### config.mk
export PLATFORM = sky130hd
export DESIGN_NAME = fcsm_host
export DESIGN_NICKNAME = d
export VERILOG_FILES = /design/src/rtl/fcsm_pkg.sv /design/src/rtl/fcsm_cyc_if.sv /design/src/rtl/fcsm_pin.sv /design/src/rtl/fcsm_host.sv
export VERILOG_INCLUDE_DIRS = /design/src /design/src/rtl
export SDC_FILE = /design/constraint.sdc
export NUM_CORES = 1
export LEC_CHECK = 0
export BUFFER_PORTS_ARGS = -buffer_cell sky130_fd_sc_hd__buf_2
export CAP_MARGIN = 20
export CORE_UTILIZATION = 40
export DETAILED_ROUTE_END_ITERATION = 7
export SLEW_MARGIN = 20
export SYNTH_ARGS = -nofsm -noshare
export SYNTH_HDL_FRONTEND = slang
export SYNTH_SLANG_ARGS = --single-unit
### constraint.sdc
create_clock -name clk -period 4.49 [get_ports clk]
set_clock_uncertainty 0.2 [all_clocks]
set_input_delay 0.898 -clock clk [delete_from_list [all_inputs] [get_ports clk]]
set_output_delay 0.898 -clock clk [all_outputs]
set_load 0.02 [all_outputs]
### src/rtl/fcsm_defines.svh
// holds command codes, unlock addresses, status bit positions and bus timing for the flash host
// assumes word-mode flash with 22 address bits and 16 data bits
`ifndef FCSM_DEFINES_SVH
`define FCSM_DEFINES_SVH
// ==========================================================
// flash command codes
`define FCSM_UNLOCK1_DATA 16'h00aa
`define FCSM_UNLOCK2_DATA 16'h0055
`define FCSM_UNLOCK1_ADDR 22'h000555
`define FCSM_UNLOCK2_ADDR 22'h0002aa
`define FCSM_CMD_RESET 16'h00f0
`define FCSM_CMD_IDENT 16'h0090
`define FCSM_CMD_PROG 16'h00a0
`define FCSM_CMD_BUFLOAD 16'h0025
`define FCSM_CMD_CONFIRM 16'h0029
`define FCSM_BUF_MAX 5'd16
// ==========================================================
// status bits read back on the data bus
`define FCSM_BIT_POLL 7
`define FCSM_BIT_TOGGLE 6
`define FCSM_BIT_TLIMIT 5
`define FCSM_BIT_BABORT 1
// ==========================================================
// host registers, byte addresses on the wishbone side
`define FCSM_REG_CTRL 4'h0
`define FCSM_REG_ADDR 4'h4
`define FCSM_REG_DATA 4'h8
`define FCSM_REG_STAT 4'hc
// ctrl write: [2:0] operation, [8:4] count minus one; write starts it
`define FCSM_OP_READ 3'd0
`define FCSM_OP_RESET 3'd1
`define FCSM_OP_IDENT 3'd2
`define FCSM_OP_PROG 3'd3
`define FCSM_OP_BUFPROG 3'd4
`define FCSM_OP_ABORTRST 3'd5
// ==========================================================
// flash strobe timing: we stays low for the count plus one clock (48 ns), then 3 high;
// read count 90 ns -> 12 clocks, so oe stays low 13 clocks
`define FCSM_T_WE_NS 40
`define FCSM_T_ACC_NS 90
`define FCSM_CLK_NS 8
`define FCSM_WE_CYC 4'((`FCSM_T_WE_NS + `FCSM_CLK_NS - 1) / `FCSM_CLK_NS)
`define FCSM_ACC_CYC 4'((`FCSM_T_ACC_NS + `FCSM_CLK_NS - 1) / `FCSM_CLK_NS)
`endif

### src/rtl/fcsm_pkg.sv
// holds the shared types of the flash host
// assumes the defines header is included by the files that need numbers
package fcsm_pkg;
  typedef logic [21:0] fcsm_addr_t;
  typedef logic [15:0] fcsm_data_t;
endpackage

### src/rtl/fcsm_cyc_if.sv
// carries one flash bus cycle request between sequencer and pin driver
// assumes a single clock shared by both ends
`timescale 1ns/1ns
interface fcsm_cyc_if;
  import fcsm_pkg::*;
  logic req;
  logic wr;
  fcsm_addr_t addr;
  fcsm_data_t wdata;
  fcsm_data_t rdata;
  logic done;
  modport seq (output req, output wr, output addr, output wdata, input rdata, input done);
  modport pin (input req, input wr, input addr, input wdata, output rdata, output done);
endinterface

### src/rtl/fcsm_pin.sv
// drives one flash read or write cycle on the parallel pins
// assumes flash inputs are synchronous to clk
`timescale 1ns/1ns
`include "fcsm_defines.svh"
module fcsm_pin (
  input wire logic clk,
  input wire logic rst_n,
  fcsm_cyc_if.pin cyc,
  output logic ce_n_r,
  output logic we_n_r,
  output logic oe_n_r,
  output fcsm_pkg::fcsm_addr_t fa_r,
  output fcsm_pkg::fcsm_data_t fd_o_r,
  output logic fd_oe_r,
  input wire fcsm_pkg::fcsm_data_t fd_i
);
  import fcsm_pkg::*;
  logic [3:0] cnt_r;
  logic busy_r;
  // ==========================================================
  // strobe timing; data latched by the flash at the we rising edge
  always_ff @(posedge clk or negedge rst_n) begin
    if (!rst_n) begin
      busy_r <= 1'b0;
      cnt_r <= 4'h0;
      ce_n_r <= 1'b1;
      we_n_r <= 1'b1;
      oe_n_r <= 1'b1;
      fa_r <= '0;
      fd_o_r <= '0;
      fd_oe_r <= 1'b0;
      cyc.done <= 1'b0;
      cyc.rdata <= '0;
    end else begin
      cyc.done <= 1'b0;
      if (!busy_r && cyc.req && !cyc.done) begin
        busy_r <= 1'b1;
        fa_r <= cyc.addr;
        fd_o_r <= cyc.wdata;
        fd_oe_r <= cyc.wr;
        ce_n_r <= 1'b0;
        we_n_r <= !cyc.wr;
        oe_n_r <= cyc.wr;
        cnt_r <= cyc.wr ? `FCSM_WE_CYC : `FCSM_ACC_CYC;
      end else if (busy_r) begin
        if (cnt_r != 4'h0) begin
          cnt_r <= cnt_r - 4'h1;
        end else begin
          // release strobes; read sample taken before oe rises
          cyc.rdata <= fd_i;
          we_n_r <= 1'b1;
          oe_n_r <= 1'b1;
          ce_n_r <= 1'b1;
          fd_oe_r <= 1'b0;
          busy_r <= 1'b0;
          cyc.done <= 1'b1;
        end
      end
    end
  end
endmodule

### src/rtl/fcsm_host.sv
// flash host: software orders operations over wishbone, sequencer issues flash command cycles
// assumes a word-mode flash on the pins; one clock, inputs synchronous
`timescale 1ns/1ns
`include "fcsm_defines.svh"
module fcsm_host (
  input wire logic clk,
  input wire logic rst_n,
  input wire logic wb_cyc_i,
  input wire logic wb_stb_i,
  input wire logic wb_we_i,
  input wire logic [3:0] wb_adr_i,
  input wire logic [31:0] wb_dat_i,
  input wire logic [3:0] wb_sel_i,
  output logic [31:0] wb_dat_o,
  output logic wb_ack_o,
  output logic ce_n,
  output logic we_n,
  output logic oe_n,
  output fcsm_pkg::fcsm_addr_t flash_addr,
  output fcsm_pkg::fcsm_data_t flash_data_o,
  output logic flash_data_oe,
  input wire fcsm_pkg::fcsm_data_t flash_data_i,
  input wire logic ready_busy_out
);
  import fcsm_pkg::*;
  typedef enum logic [7:0] {
    ST_IDLE = 8'b00000001,
    ST_CMD = 8'b00000010,
    ST_LOAD = 8'b00000100,
    ST_POLL = 8'b00001000,
    ST_DONE = 8'b00010000
  } fcsm_state_e;

  fcsm_cyc_if cyc ();
  fcsm_state_e state_r;
  logic [2:0] op_r;
  logic [4:0] cnt_r;
  logic [2:0] step_r;
  fcsm_addr_t addr_r;
  fcsm_data_t data_r;
  fcsm_data_t rd_r;
  fcsm_addr_t poll_addr_r;
  logic [15:0] prev_r;
  logic have_prev_r;
  logic busy_r;
  logic err_r;
  logic data_wr_stb;
  logic go_stb;

  // ==========================================================
  // pin driver
  fcsm_pin u_pin (
    .clk(clk),
    .rst_n(rst_n),
    .cyc(cyc.pin),
    .ce_n_r(ce_n),
    .we_n_r(we_n),
    .oe_n_r(oe_n),
    .fa_r(flash_addr),
    .fd_o_r(flash_data_o),
    .fd_oe_r(flash_data_oe),
    .fd_i(flash_data_i)
  );

  // sequence step table: address and data of step n for the current operation
  function automatic logic [37:0] step_ad(input logic [2:0] op, input logic [2:0] n,
                                          input fcsm_addr_t a, input fcsm_data_t d,
                                          input logic [4:0] c);
    fcsm_addr_t sa;
    sa = {a[21:12], 12'h000};
    step_ad = '0;
    case (n)
      // a lone reset is a single cycle, so its step 0 carries the reset command itself
      3'd0: step_ad = (op == `FCSM_OP_RESET) ? {`FCSM_UNLOCK1_ADDR, `FCSM_CMD_RESET}
                      : {`FCSM_UNLOCK1_ADDR, `FCSM_UNLOCK1_DATA};
      3'd1: step_ad = {`FCSM_UNLOCK2_ADDR, `FCSM_UNLOCK2_DATA};
      3'd2: begin
        case (op)
          `FCSM_OP_IDENT: step_ad = {`FCSM_UNLOCK1_ADDR, `FCSM_CMD_IDENT};
          `FCSM_OP_PROG: step_ad = {`FCSM_UNLOCK1_ADDR, `FCSM_CMD_PROG};
          `FCSM_OP_BUFPROG: step_ad = {sa, `FCSM_CMD_BUFLOAD};
          default: step_ad = {`FCSM_UNLOCK1_ADDR, `FCSM_CMD_RESET};
        endcase
      end
      3'd3: begin
        if (op == `FCSM_OP_PROG) begin
          step_ad = {a, d};
        end else begin
          step_ad = {sa, 11'h000, c};
        end
      end
      default: step_ad = {sa, `FCSM_CMD_CONFIRM};
    endcase
  endfunction

  // number of command cycles before loads or polling
  function automatic logic [2:0] step_cnt(input logic [2:0] op);
    case (op)
      `FCSM_OP_PROG: step_cnt = 3'd4;
      `FCSM_OP_BUFPROG: step_cnt = 3'd4;
      `FCSM_OP_IDENT: step_cnt = 3'd3;
      `FCSM_OP_ABORTRST: step_cnt = 3'd3;
      default: step_cnt = 3'd1;
    endcase
  endfunction

  // ==========================================================
  // wishbone slave: one wait state, more for data writes in load state while a flash cycle is pending; ack drops after one cycle; writes act on the ack edge
  assign go_stb = wb_cyc_i && wb_stb_i && wb_we_i && wb_ack_o && wb_sel_i[0]
                  && wb_adr_i == `FCSM_REG_CTRL && !busy_r;
  assign data_wr_stb = wb_cyc_i && wb_stb_i && wb_we_i && wb_ack_o
                       && wb_adr_i == `FCSM_REG_DATA && state_r == ST_LOAD && !cyc.req;

  always_ff @(posedge clk or negedge rst_n) begin
    if (!rst_n) begin
      wb_ack_o <= 1'b0;
      wb_dat_o <= '0;
    end else begin
      // writes to data in load state hold ack while the previous flash cycle is still pending
      wb_ack_o <= wb_cyc_i && wb_stb_i && !wb_ack_o
                  && !(wb_we_i && wb_adr_i == `FCSM_REG_DATA && state_r == ST_LOAD
                       && cyc.req);
      case (wb_adr_i)
        `FCSM_REG_ADDR: wb_dat_o <= {10'h000, addr_r};
        `FCSM_REG_DATA: wb_dat_o <= {16'h0000, rd_r};
        `FCSM_REG_STAT: wb_dat_o <= {24'h000000, ready_busy_out, err_r, 1'b0, cnt_r[4],
                                     3'b000, busy_r};
        default: wb_dat_o <= {24'h000000, state_r};
      endcase
    end
  end

  // address register; data register written outside the load state holds program data
  always_ff @(posedge clk or negedge rst_n) begin
    if (!rst_n) begin
      addr_r <= '0;
      data_r <= '0;
    end else if (wb_cyc_i && wb_stb_i && wb_we_i && wb_ack_o) begin
      if (wb_adr_i == `FCSM_REG_ADDR) begin
        addr_r <= wb_dat_i[21:0];
      end else if (wb_adr_i == `FCSM_REG_DATA && state_r != ST_LOAD) begin
        data_r <= wb_dat_i[15:0];
      end
    end
  end

  // ==========================================================
  // sequencer
  always_ff @(posedge clk or negedge rst_n) begin
    if (!rst_n) begin
      state_r <= ST_IDLE;
      op_r <= `FCSM_OP_READ;
      cnt_r <= '0;
      step_r <= '0;
      busy_r <= 1'b0;
      err_r <= 1'b0;
      rd_r <= '0;
      poll_addr_r <= '0;
      prev_r <= '0;
      have_prev_r <= 1'b0;
      cyc.req <= 1'b0;
      cyc.wr <= 1'b0;
      cyc.addr <= '0;
      cyc.wdata <= '0;
    end else begin
      if (cyc.done) begin
        cyc.req <= 1'b0;
      end
      case (state_r)
        ST_IDLE: begin
          if (go_stb) begin
            op_r <= wb_dat_i[2:0];
            cnt_r <= wb_dat_i[8:4];
            step_r <= '0;
            busy_r <= 1'b1;
            err_r <= 1'b0;
            have_prev_r <= 1'b0;
            poll_addr_r <= addr_r;
            if (wb_dat_i[2:0] == `FCSM_OP_BUFPROG && wb_dat_i[8:4] >= `FCSM_BUF_MAX) begin
              err_r <= 1'b1;
              busy_r <= 1'b0;
            end else if (wb_dat_i[2:0] == `FCSM_OP_READ) begin
              // array read needs no command cycles
              cyc.req <= 1'b1;
              cyc.wr <= 1'b0;
              cyc.addr <= addr_r;
              state_r <= ST_DONE;
            end else begin
              state_r <= ST_CMD;
            end
          end
        end
        ST_CMD: begin
          if (!cyc.req && !cyc.done) begin
            if (op_r == `FCSM_OP_BUFPROG && step_r == 3'd6) begin
              // confirm is out; the flash now programs the buffer while we poll
              state_r <= ST_POLL;
            end else if (step_r == step_cnt(op_r)) begin
              if (op_r == `FCSM_OP_BUFPROG) begin
                state_r <= ST_LOAD;
              end else if (op_r == `FCSM_OP_PROG) begin
                state_r <= ST_POLL;
              end else begin
                // reset leaves identifier mode and clears timing limit
                busy_r <= 1'b0;
                state_r <= ST_IDLE;
              end
            end else begin
              {cyc.addr, cyc.wdata} <= step_ad(op_r, step_r, addr_r, data_r, cnt_r);
              cyc.wr <= 1'b1;
              cyc.req <= 1'b1;
              step_r <= step_r + 3'd1;
            end
          end
        end
        ST_LOAD: begin
          if (data_wr_stb) begin
            // each software data write is one load; page taken from addr_r[21:4], word from data bits 19:16
            cyc.addr <= {addr_r[21:4], wb_dat_i[19:16]};
            cyc.wdata <= wb_dat_i[15:0];
            cyc.wr <= 1'b1;
            cyc.req <= 1'b1;
            poll_addr_r <= {addr_r[21:4], wb_dat_i[19:16]};
            prev_r <= {wb_dat_i[15:0]};
            if (cnt_r == 5'd0) begin
              // step 5 sends the confirm; step 4 would fall back into the load state
              step_r <= 3'd5;
              state_r <= ST_CMD;
            end else begin
              cnt_r <= cnt_r - 5'd1;
            end
          end
        end
        ST_POLL: begin
          // toggle-bit polling at the program address, or the last loaded address for buffer programs
          if (!cyc.req && !cyc.done) begin
            cyc.req <= 1'b1;
            cyc.wr <= 1'b0;
            cyc.addr <= poll_addr_r;
          end else if (cyc.done) begin
            rd_r <= cyc.rdata;
            have_prev_r <= 1'b1;
            prev_r <= cyc.rdata;
            if (have_prev_r && cyc.rdata[`FCSM_BIT_TOGGLE] == prev_r[`FCSM_BIT_TOGGLE]) begin
              busy_r <= 1'b0;
              state_r <= ST_IDLE;
            end else if (cyc.rdata[`FCSM_BIT_BABORT]) begin
              err_r <= 1'b1;
              busy_r <= 1'b0;
              state_r <= ST_IDLE;
            end else if (cyc.rdata[`FCSM_BIT_TLIMIT]) begin
              err_r <= 1'b1;
              busy_r <= 1'b0;
              state_r <= ST_IDLE;
            end
          end
        end
        ST_DONE: begin
          if (cyc.done) begin
            rd_r <= cyc.rdata;
            busy_r <= 1'b0;
            state_r <= ST_IDLE;
          end
        end
        default: state_r <= ST_IDLE;
      endcase
    end
  end
endmodule

* Yosys cells after proc, flatten, opt, wreduce, memory -nomap -nowiden
Index checks and enable logic that the tools add are counted.
** Word-level totals
- Bits in registers :: 242
- Input bits :: 62
- Output and inout port bits :: 75
- Word-level logic and storage cells :: 261
** Operators by class
- Add/subtract/negate cells :: 3
- Magnitude comparators :: 1
- Equal/unequal tests :: 42
- Muxes and demuxes :: 122
- Bitwise logic cells :: 3
- Reduce and logical (&&, ||, !) cells :: 62
** Operators with widths (number)
- 2-to-1 mux 22 bit :: 9
- case mux 38 bit (4 select lines) :: 1
- case mux 38 bit (3 select lines) :: 1
- 2-to-1 mux 8 bit :: 13
- 2-to-1 mux 16 bit :: 6
- case mux 22 bit (4 select lines) :: 1
- case mux 22 bit (3 select lines) :: 1
- case mux 16 bit (2 select lines) :: 2
- 2-to-1 mux 1 bit :: 54
- case mux 22 bit (2 select lines) :: 1
- case mux 8 bit (5 select lines) :: 1
- 2-to-1 mux 28 bit :: 1
- inequality test 2 bit (second input constant) :: 14
- 2-to-1 mux 3 bit :: 9
- 2-to-1 mux 4 bit :: 6
- logical AND 1 bit :: 21
- 2-to-1 mux 7 bit :: 3
- 2-to-1 mux 5 bit :: 4
- case mux 7 bit (2 select lines) :: 1
- nonzero test 2 bit :: 7
- equality test 3 x 2 -> 1 bit (second input constant) :: 4
- equality test 3 bit (second input constant) :: 4
- case mux 1 bit (4 select lines) :: 3
- AND reduction 4 bit :: 3
- other kinds (39) :: 63

* Longest topological paths before layout
Gate-level depths: netlist of the first run.
- Word-level depth :: 11
- Gate-level depth with buffers :: 11
- Gate-level depth less buffers :: 8

* By module
A second synthesis of the first run with hierarchy kept.
** Unflattened totals
- Cell total of the unflattened synthesis :: 825
- Area total of the unflattened synthesis :: 10042.1 um2
** Modules (own cells, without submodules)
- fcsm_host :: instances 1, cells an instance 672, area an instance 7587.3 um2, seq. area each 3980.1 um2
- fcsm_pin :: instances 1, cells an instance 153, area an instance 2454.9 um2, seq. area each 1605.3 um2

* Worst setup path after synthesis of the first run
No wires, ideal clock.
- Kind :: input -> register
- From :: input wb_adr_i[1]
- To :: register state_r[3]
- Arrival time :: 2820 ps
- Required time :: 4165 ps
- Setup slack :: 1345 ps
- Stages :: 6
- Path buffers :: 0
- Cells stage by stage :: or4b_1 nor3_2 a21oi_1 or4_1 nor2_1 mux2_2
** On the way
- Word-level cells in the longest chain between the ends :: 6
** RTL lines
- from (decl) :: RTL line fcsm_host.sv:11 : input wire logic [3:0] wb_adr_i,
- equality test 4 bit (no line)
- logical AND 1 bit (no line)
- logical AND 1 bit (2 in series) :: RTL line fcsm_host.sv:111 : assign data_wr_stb = wb_cyc_i && wb_stb_i && wb_we_i && wb_ack_o
- inequality test 2 bit (no line)
- AND reduction 10 bit (no line) *
- to (signal assigned) :: RTL line fcsm_host.sv:151 : state_r <= ST_IDLE;
- to (signal assigned) :: RTL line fcsm_host.sv:187 : state_r <= ST_DONE;
- to (signal assigned) :: RTL line fcsm_host.sv:189 : state_r <= ST_CMD;
- to (decl) :: RTL line fcsm_host.sv:35 : fcsm_state_e state_r;
Every way passes the cells marked *; elsewhere a longest branch is shown, timed or not.
A chain may end at the register's enable or synchronous reset.

* Worst setup path in the final report of the first run
- From :: input wb_adr_i[3]
- To :: register state_r[3]
The elaborated chain is that of the path after synthesis.

==> results of run 1 <==
worst min-delay path by stage:
stage,start,to,depth (start not counted)
global route,rst_n,cyc.addr[17],1
CTS,rst_n,u_pin.fa_r[13],1
finish,rst_n,cyc.addr[11],1
detailed placement,poll_addr_r[2],poll_addr_r[2],2
floorplan,poll_addr_r[0],poll_addr_r[0],2
global placement,poll_addr_r[1],poll_addr_r[1],2
critical path: cells and delay by family:
| kind | cells | cell delay, ns |
|---|---|---|
| AND/OR/NAND/NOR | 4 | 1.71 |
| buffers and inverters | 1 | 0.32 |
| multiplexers | 1 | 0.37 |
| AO/OA/AOI/OAI | 1 | 0.17 |
power by group through the flow:
stage / Sequential (mW) / Clock, mW / Combinational, mW
final: 2.37 / 2.05 / 0.772
after floorplan: 2.41 / 0 / 0.504
after global routing: 2.40 / 2.19 / 0.850
after detailed placement: 2.41 / 0 / 0.779
after global placement: 2.40 / 0 / 0.764
after CTS: 2.37 / 2.11 / 0.783
layout make-up:
class,count,area share (%)
tap,330,3.462
clock inverter,14,1.290
sequential,223,46.83
timing repair buffer,130,6.106
clock buffer,30,5.739
multi-input combinational,527,35.95
inverter,19,0.5980
antenna,1,0.02098
state kept, by name, indices dropped and copies added (netlist names), 22 cells and up:
register     count
addr_r          22
cyc.addr        22
poll_addr_r     22
u_pin.fa_r      22
wb_dat_o        22
kinds of logic after synthesis:
family                   count (synthesis)
adder cells (fa/ha/maj)                  9
AND/OR/NAND/NOR                        167
AO/OA/AOI/OAI                          156
XOR/XNOR                                 3
other                                    1
multiplexers                           182
flip-flops                             223
buffers and inverters                   73
layout by cell type, fill, tap and decap left out, types with 9 or more instances in the layout:
cell | synthesis | final
dfrtp_1 | 219 | 219
o21ai_0 | 26 | 26
buf_2 | 3 | 112
a31oi_1 | 15 | 15
mux2_4 | 17 | 17
conb_1 | 1 | 10
a221o_1 | 9 | 9
ha_1 | 9 | 9
nor3_1 | 14 | 13
nor2b_1 | 12 | 12
nand2_1 | 30 | 30
a22o_1 | 31 | 31
a21oi_1 | 26 | 26
mux2_2 | 154 | 154
mux2i_1 | 11 | 11
inv_1 | 19 | 19
buf_4 | 12 | 15
nor2_1 | 51 | 49
clkbuf_16 | 0 | 25
layer usage:
| layer | share of wire (%) | up-vias |
|---|---|---|
| met3 | 5.9 | 38 |
| met2 | 44 | 200 |
| li1 | - | 3171 |
| met4 | 2.0 | 2 |
| met1 | 48 | 3388 |
| met5 | 0.052 | - |
stage by stage:
stage	hold slack (ns)	cell area (sq um)	std cells	setup WS, ns	power [mW]
6_report	0.2218	11930	1274	1.216	5.192
5_1_grt	0.2809	11920	1273	1.098	5.437
4_1_cts	0.2465	11920	1273	1.278	5.265
3_5_place_dp	0.2735	11090	1229	0.7405	3.185
3_3_place_gp	0.2664	11090	1229	0.7654	3.166
2_1_floorplan	0.2507	10230	823	1.345	2.914
==> flow_summary.toml, run 1 <==
[outcome]
status = "finished clean"

[synthesis]
synth_cell_types = 71
synthFlopType = "dfrtp_1"
synth_compound_gate_area_share_pct = 10.97
ys_seq_area_share_pct = 54.78
yosysWarnings = 0
synth_xor_area_share_pct = 0.2577
synth-edff-count = 0
ys_ff_latch = 223
synth_fa_ha_area_share_pct = 1.104
synth_commonest_cells = "dfrtp_1 (219), mux2_2 (154), nor2_1 (51)"
synth_top_area_share_pct = 53.75
synth_top_family_by_area = "multiplexers"
yosys.area_share.simple_pct = 8.553
avgSynthCellArea_sq_um = 12.53
syn_area_sq_um = 10200
synthArstFlopShare_pct = 100.0
synthMuxAreaShare_pct = 20.59
synth_largest_area_cell = "dfrtp_1"
synth.most_common_cell = "dfrtp_1"
synthCells = 814
synth_area_leaders = "dfrtp_1 (54%), mux2_2 (17%), a22o_1 (2.7%), mux2_4 (2.5%), nor2_1 (1.9%)"

[grt]
met3_usage_pct = 3.243
grt_use_total_pct = 19.44
met2_usage_pct = 29.33
grt_pass1_wl_microns = 39230
grt_max_degree = 98
grt_pass1_vias = 6599
grt_overflow_total = 0
use_met1_pct = 29.07
antenna_found_initial = 1
busiest_layer = "met2"

[die]
die_y_microns = 161.7
io_pins = 137
core_area_sq_um = 25110
die_x_microns = 161.7
initial_core_util_pct = 40.61
rows = 58
dieArea_sq_um = 26130

[timing]
fin_setup_tns_ns = 0
rsz0062_at_grt = "false"
worst_pin_slew_ns = 1.006
max-slew-margin-rel_pct = 32.38
drv_slew = 0
setup_violations = 0
max_freq_mhz = 305.5
hold_viol_final = 0
post-route-period-util_pct = 72.91
layout_min_cycle_time_ns = 3.274

[worst_setup_path]
endpoint = "state_r[3]"
startpoint = "wb_adr_i[3]"
cp.required_ns = 4.69
max_stage_delay_ns = 0.59
cp-end-kind = "flop"
cpMaxStageDelayCell = "or4b_1"
crit_chain = "buf_2 > or4b_1 > nor3_2 > a21oi_1 > or4_1 > nor2_1 > mux2_2"
r2r_cells = 8
r2r_start = "op_r[2]"
cp_data_arrival_time_ns = 3.48
r2r_slack_ns = 1.31
path_class = "in -> reg"
critical_path.max_fanout = 21
crit_path_start_kind = "input port"
reg2reg_to = "cyc.addr[11]"

[run]
max_cap_viol_count = 0

[power]
power-per-cell-area_nw_per_um2 = 435.3
pwr-share-seq_pct = 45.6
peakVddDrop_uv = 338.1
power_frac_clock_pct = 39.5
p_int_mw = 3.812
combPwrFrac_pct = 14.9
switching_share_pct = 26.58
switching_power_mw = 1.380
leakage_nw = 5.869

[layout]
area_growth_pct = 16.97
fin_nets = 996
n_fill_cell = 2347
multiInputGateArea_sq_um = 4288
drive_above_1_share_pct = 38.81
post-route-util_pct = 47.50
register_area_sq_um = 5585

[clock_tree]
path_clk_slew_ns = 0.06
h-tree-depth = 1
cts_hold_buf = 0
cts_buffers = 24
cts_resized = 0
cts_sinks = 223
post_cts_buffers = 0
root_buffer = "clkbuf_16"
cts_tree = "built"
clkLatencyLatePin_ns = 0.51
clockBufferDepth = 3

[drt]
dr.first_iter.drc_count = 374
firstDrtPassIters = 5
dr_total_vias = 6799
wl_microns = 24870
drtAntennaViolNets = 0
routedWlPerCell_microns = 19.52
drcViolationCount = 0
avgViaCountPerCell = 5.337

[placed_design]
gp_congestion = 0.8694
portBuffers = 113
hpwl_microns = 17500

[min_path]
hold_path_class = "in -> async"
Note: power is estimated with default switching activity, not from simulation.
==> run 2: changes to the inputs <==
Settings changed: ABC_AREA from default to 1.
Clock period 4.49 ns to 3.3 ns, I/O delays scaled along.
==> run 2 against run 1 <==
Effect of this change:
- the flow now finishes with violations (design-rule violations, negative hold slack)
- synthesized cell count increased by 64%
- utilization up 0.060 points
- first-iteration DRC count up 76%
- final cell count up 41%
- sequential power rose by 70%
- global-route usage is 1.3 points higher
- sequential cell count unchanged
==> flow_summary.toml, run 2 <==
[layout]
area_growth_pct = 16.20
final_cell_mix = "nand2_1 (406), dfrtp_1 (219), inv_1 (168)"
final_area_sq_um = 12430
mostFrequentLayoutCell = "nand2_1"
drive_above_1_share_pct = 15.17
post-route-util_pct = 47.56
stdcell_count = 1798
fin_nets = 1516
antennaDiodeCount = 0

[clock_tree]
cts_buffers = 25
post_cts_buffers = 0
cts_resized = 0
clockBufferDepth = 3
root_buffer = "clkbuf_16"
cts_tree = "built"
path_clk_slew_ns = 0.06
cts_hold_buf = 0
clkLatencyLatePin_ns = 0.51
h-tree-depth = 1
cts_sinks = 223

[worst_setup_path]
crit_path_start_kind = "flop"
startpoint = "op_r[2]"
r2r_start = "op_r[2]"
cp_data_arrival_time_ns = 2.84
path_class = "reg -> reg"
cp.required_ns = 3.49
cp-end-kind = "flop"
critical_path.max_fanout = 32

[synthesis]
synth_xor_area_share_pct = 0.3276
synth_area_leaders = "dfrtp_1 (51%), nand2_1 (14%), o21ai_0 (7.1%), inv_1 (5.9%), nand3_1 (4.5%)"
ys_seq_area_share_pct = 52.22
synth-edff-count = 0
synth_compound_gate_area_share_pct = 10.60
avgSynthCellArea_sq_um = 8.017
synth.most_common_cell = "nand2_1"
syn_area_sq_um = 10700
synth_largest_area_cell = "dfrtp_1"
synthCells = 1334
synthMuxAreaShare_pct = 1.673
synth_cell_types = 45
synthFlopType = "dfrtp_1"
synth_top_family_by_area = "simple AND/OR/NAND/NOR gates"
synth_commonest_cells = "nand2_1 (406), dfrtp_1 (219), inv_1 (168)"
synthArstFlopShare_pct = 100.0
yosysWarnings = 0
yosys.area_share.simple_pct = 24.81
synth_fa_ha_area_share_pct = 1.053
synth_top_area_share_pct = 51.24
ys_ff_latch = 223

[grt]
grt_max_degree = 95
grt_pass1_vias = 8283
grt_pass1_wl_microns = 44450
grt_overflow_total = 0
antenna_found_initial = 0
grt_use_total_pct = 20.75

[outcome]
status = "complete, but fails checks"
violations = "design-rule violations, negative hold slack"

[drt]
dr_total_vias = 8874
wl_met1_microns = 12850
wl_met3_microns = 1330
avgViaCountPerCell = 4.935
dr.first_iter.drc_count = 659
wl_microns = 27570
wl_met2_microns = 12780
routed.top_layer = "met4"
drcViolationCount = 10
routedWlPerCell_microns = 15.33
drtAntennaViolNets = 0
firstDrtPassIters = 7

[die]
die_x_microns = 165.5
io_pins = 137
rows = 59
core_area_sq_um = 26130
die_y_microns = 165.5
initial_core_util_pct = 40.93
dieArea_sq_um = 27400

[timing]
setup_ws_ns = 0.6569
max_freq_mhz = 378.3
worst_pin_slew_ns = 0.7931
rsz0062_at_grt = "false"
fin_setup_tns_ns = 0
setup_violations = 0
hold_viol_final = 2
layout_min_cycle_time_ns = 2.643
post-route-period-util_pct = 80.10
whs_ns = -0.01301
drv_slew = 0
max-slew-margin-rel_pct = 47.13

[power]
pwr-share-seq_pct = 37.6
power-per-cell-area_nw_per_um2 = 864.3
switching_share_pct = 39.02
combPwrFrac_pct = 37.0
power_mw = 10.74
power_frac_clock_pct = 25.4
switching_power_mw = 4.192
p_int_mw = 6.550
peakVddDrop_uv = 400.8
leakage_nw = 6.585

[placed_design]
placed_area_sq_um = 11610
dp_slack_ns = 0.5589
portBuffers = 113
hpwl_microns = 19710
gp_congestion = 0.8918
placed_cells = 1753

[min_path]
hold_path_class = "in -> async"

[run]
max_cap_viol_count = 0
-- run 2: cell types whose count changed after synthesis, sizes merged, moves of 10 or more --
| cell | before | now |
|---|---|---|
| nand2 | 30 | 413 |
| mux2 | 171 | 15 |
| inv | 19 | 173 |
| o21ai | 27 | 169 |
| nand3 | 8 | 97 |
| nor2 | 51 | 91 |
| a22o | 31 | 0 |
| nand4 | 2 | 18 |
| a31oi | 15 | 1 |
| nor2b | 12 | 0 |
| mux2i | 11 | 1 |
-- run 2: critical path, cell delays in order (launching register included) --
cell	delay [ns]
dfrtp_1	0.41
inv_2	0.11
nand3_1	0.35
nand2_1	0.32
nand2_1	0.08
nand2_1	0.09
nand4_2	0.16
nand2_2	0.52
nand2_1	0.11
o21ai_1	0.10
inv_1	0.06
-- run 2: kinds of logic after synthesis --
family	Yosys count
buf+inv	238
xor+xnor	4
simple gates	629
flops	223
fa+ha+maj	9
mux	16
other cells	1
compound gates	214
-- run 2: final timing paths --
path	to	slack (ns)	depth (start not counted)
worst max-delay path	cyc.wdata[12]	0.66	10
worst min-delay path	data_r[4]	-0.01	1
worst max register to register	cyc.wdata[12]	0.66	10
worst min register to register	u_pin.ce_n_r	0.26	2
max in group asynchronous	u_pin.cyc.rdata[9]	2.12	2
min in group clk	u_pin.cyc.rdata[3]	0.14	3
-- run 2: power groups by stage --
stage	Combinational, mW	Clock (mW)	Sequential (mW)
after CTS	4.00	2.80	4.04
after floorplan	2.55	0	4.33
final	3.98	2.73	4.04
after global routing	4.55	2.92	4.14
after global placement	3.91	0	4.05
after detailed placement	3.97	0	4.08
-- run 2: cell type report --
type | count | area (sq um)
repair buffers | 138 | 800.8
well taps | 335 | 419.2
flip-flops and latches | 223 | 5585
clock buffers | 40 | 762.0
clock inverters | 5 | 52.55
multi-input cells | 882 | 4151
fillers | 2582 | 13700
inverters | 175 | 656.9
-- run 2: metal layers --
metal	track usage, %	vias to the layer above
met4	5.248	0
met3	2.722	42
met2	33.13	226
met1	29.66	4186
met5	0	-
li1	-	4420
==> run 3: changes to the inputs <==
Clock period 3.3 ns to 2.25 ns, I/O delays scaled along.
==> run 3 against run 2 <==
Effect of this change:
- the flow finishes with violations (design-rule violations)
- fmax grew 20%
- routed wire length grew 3.6%
- combinational power grew 72%
- worst setup slack lost 0.61 ns
- worst hold slack gained 0.028 ns
- critical path depth grew 3
- power grew 58%
- clock power grew 52%
- via count grew 4.0%
- largest cell class unchanged
- largest power group is now combinational logic
- highest routed layer unchanged
==> flow_summary.toml, run 3 (synthesis results as in run 2) <==
[outcome]
status = "complete, but fails checks"
violations = "design-rule violations"

[clock_tree]
root_buffer = "clkbuf_16"
clockBufferDepth = 3
path_clk_slew_ns = 0.06
cts_buffers = 24
h-tree-depth = 1
cts_sinks = 223
cts_tree = "built"
clkLatencyLatePin_ns = 0.53

[drt]
wl_microns = 28570
firstDrtPassIters = 7
dr_total_vias = 9233
drcViolationCount = 11
dr.first_iter.drc_count = 724
routedWlPerCell_microns = 15.25
drtAntennaViolNets = 0
avgViaCountPerCell = 4.927

[layout]
final_cell_mix = "nand2_1 (397), dfrtp_1 (216), inv_1 (160)"
antennaDiodeCount = 0
fin_nets = 1593
area_growth_pct = 25.90
post-route-util_pct = 51.53
drive_above_1_share_pct = 21.51
mostFrequentLayoutCell = "nand2_1"
final_area_sq_um = 13470

[die]
die_x_microns = 165.5
die_y_microns = 165.5
dieArea_sq_um = 27400
initial_core_util_pct = 40.93
rows = 59
core_area_sq_um = 26130
io_pins = 137

[timing]
worst_pin_slew_ns = 0.5907
max_freq_mhz = 454.1
max-slew-margin-rel_pct = 60.20
setup_violations = 0
drv_slew = 0
whs_ns = 0.01491
hold_viol_final = 0
layout_min_cycle_time_ns = 2.202
post-route-period-util_pct = 97.87
rsz0062_at_grt = "true"

[power]
leakage_nw = 7.028
peakVddDrop_uv = 560.5
power-per-cell-area_nw_per_um2 = 1257

[grt]
antenna_found_initial = 0
grt_overflow_total = 0
grt_pass1_vias = 8829
grt_max_degree = 55
grt_use_total_pct = 21.44
grt_pass1_wl_microns = 45970

[worst_setup_path]
crit_chain = "buf_6 > ha_4 > nand4_1 > nand2_1 > nand2_2 > inv_2 > nor2_2 > nand2_2 > nor2_8 > clkbuf_16 > nand3_2 > nand2_1 > inv_1"
cp.required_ns = 2.46
cpMaxStageDelayCell = "dfrtp_2"
cp-end-kind = "flop"
crit_path_start_kind = "flop"
cp_data_arrival_time_ns = 2.41
max_stage_delay_ns = 0.45
path_class = "reg -> reg"
critical_path.max_fanout = 5

[run]
max_cap_viol_count = 0

[placed_design]
gp_congestion = 0.8988
portBuffers = 113
hpwl_microns = 20660
placed_area_sq_um = 12120

[min_path]
hold_path_class = "in -> reg"
## run 3: cell count changes in the layout (fill, tap and decap cells not counted), moves of 9 or more
cell	change
buf_12	+10
nand2_2	+9
dlygate4sd3_1	+20
buf_4	+41
nand2_1	-9
nand3_2	+11
nor2_1	-9
nand3_1	-11
## run 3: cell type report
class                           count  area [sq um]
Fill cell                        2535         12670
Sequential cell                   223          5589
Inverter                          175         659.4
Tap cell                          335         419.2
Multi-Input combinational cell    882          4350
Clock inverter                     10         141.4
Clock buffer                       33         704.4
Timing Repair Buffer              216          1602
## run 3: through the flow
| stage | power (mW) | setup TNS, ns | instances | setup slack [ns] |
|---|---|---|---|---|
| finish | 16.93 | 0 | 1874 | 0.04782 |
| global route | 18.21 | -1.028 | 1874 | -0.07453 |
| CTS | 16.62 | -0.09266 | 1867 | -0.04382 |
| detailed placement | 12.34 | -0.3830 | 1804 | -0.1679 |
| global placement | 12.21 | -0.2137 | 1804 | -0.1431 |
| floorplan | 10.10 | 0 | 1343 | 0.08899 |
## run 3: timing repair
item | 4_1_cts | 5_1_grt
hold endpoints to repair | 58 | 0
resized for setup | 4 | 59
hold buffers | 20 | 0
gates cloned | 0 | 2
pin swaps | 0 | 11
endpoints found under the setup margin | 9 | 45
buffers inserted | 0 | 6
## run 3: final timing paths
path                                    to  slack [ns]  cells after the start    startpoint
setup reg to reg              cyc.addr[17]        0.05                     13     step_r[1]
min in group asynchronous  u_pin.fd_o_r[7]        0.23                      2         rst_n
max in group asynchronous     u_pin.we_n_r        0.97                      3         rst_n
setup / recovery              cyc.addr[17]        0.05                     13     step_r[1]
hold reg to reg               u_pin.we_n_r        0.26                      2  u_pin.we_n_r
hold / removal                  addr_r[21]        0.01                      3  wb_dat_i[21]
## run 3: power breakdown
part	internal, mW	switching (mW)
sequential	5.31	0.620
combinational	2.61	4.22
clock	2.53	1.63
## run 3: worst max-delay path: cells and delay by family, from the launching register on
family / cells / cell delay, ns
buffers and inverters: 4 / 0.41
flip-flops: 1 / 0.45
adder cells (fa/ha/maj): 1 / 0.15
AND/OR/NAND/NOR: 8 / 0.86
## run 3: metal layers
metal | routed length [microns] | vias up | part of all wire (%) | GRT usage (%)
met4 | 536 | 0 | 1.9 | 5.413
li1 | - | 4594 | - | -
met3 | 1483 | 42 | 5.2 | 2.173
met1 | 13480 | 4354 | 47 | 30.88
met5 | 0 | - | 0 | 0
met2 | 13070 | 243 | 46 | 34.45
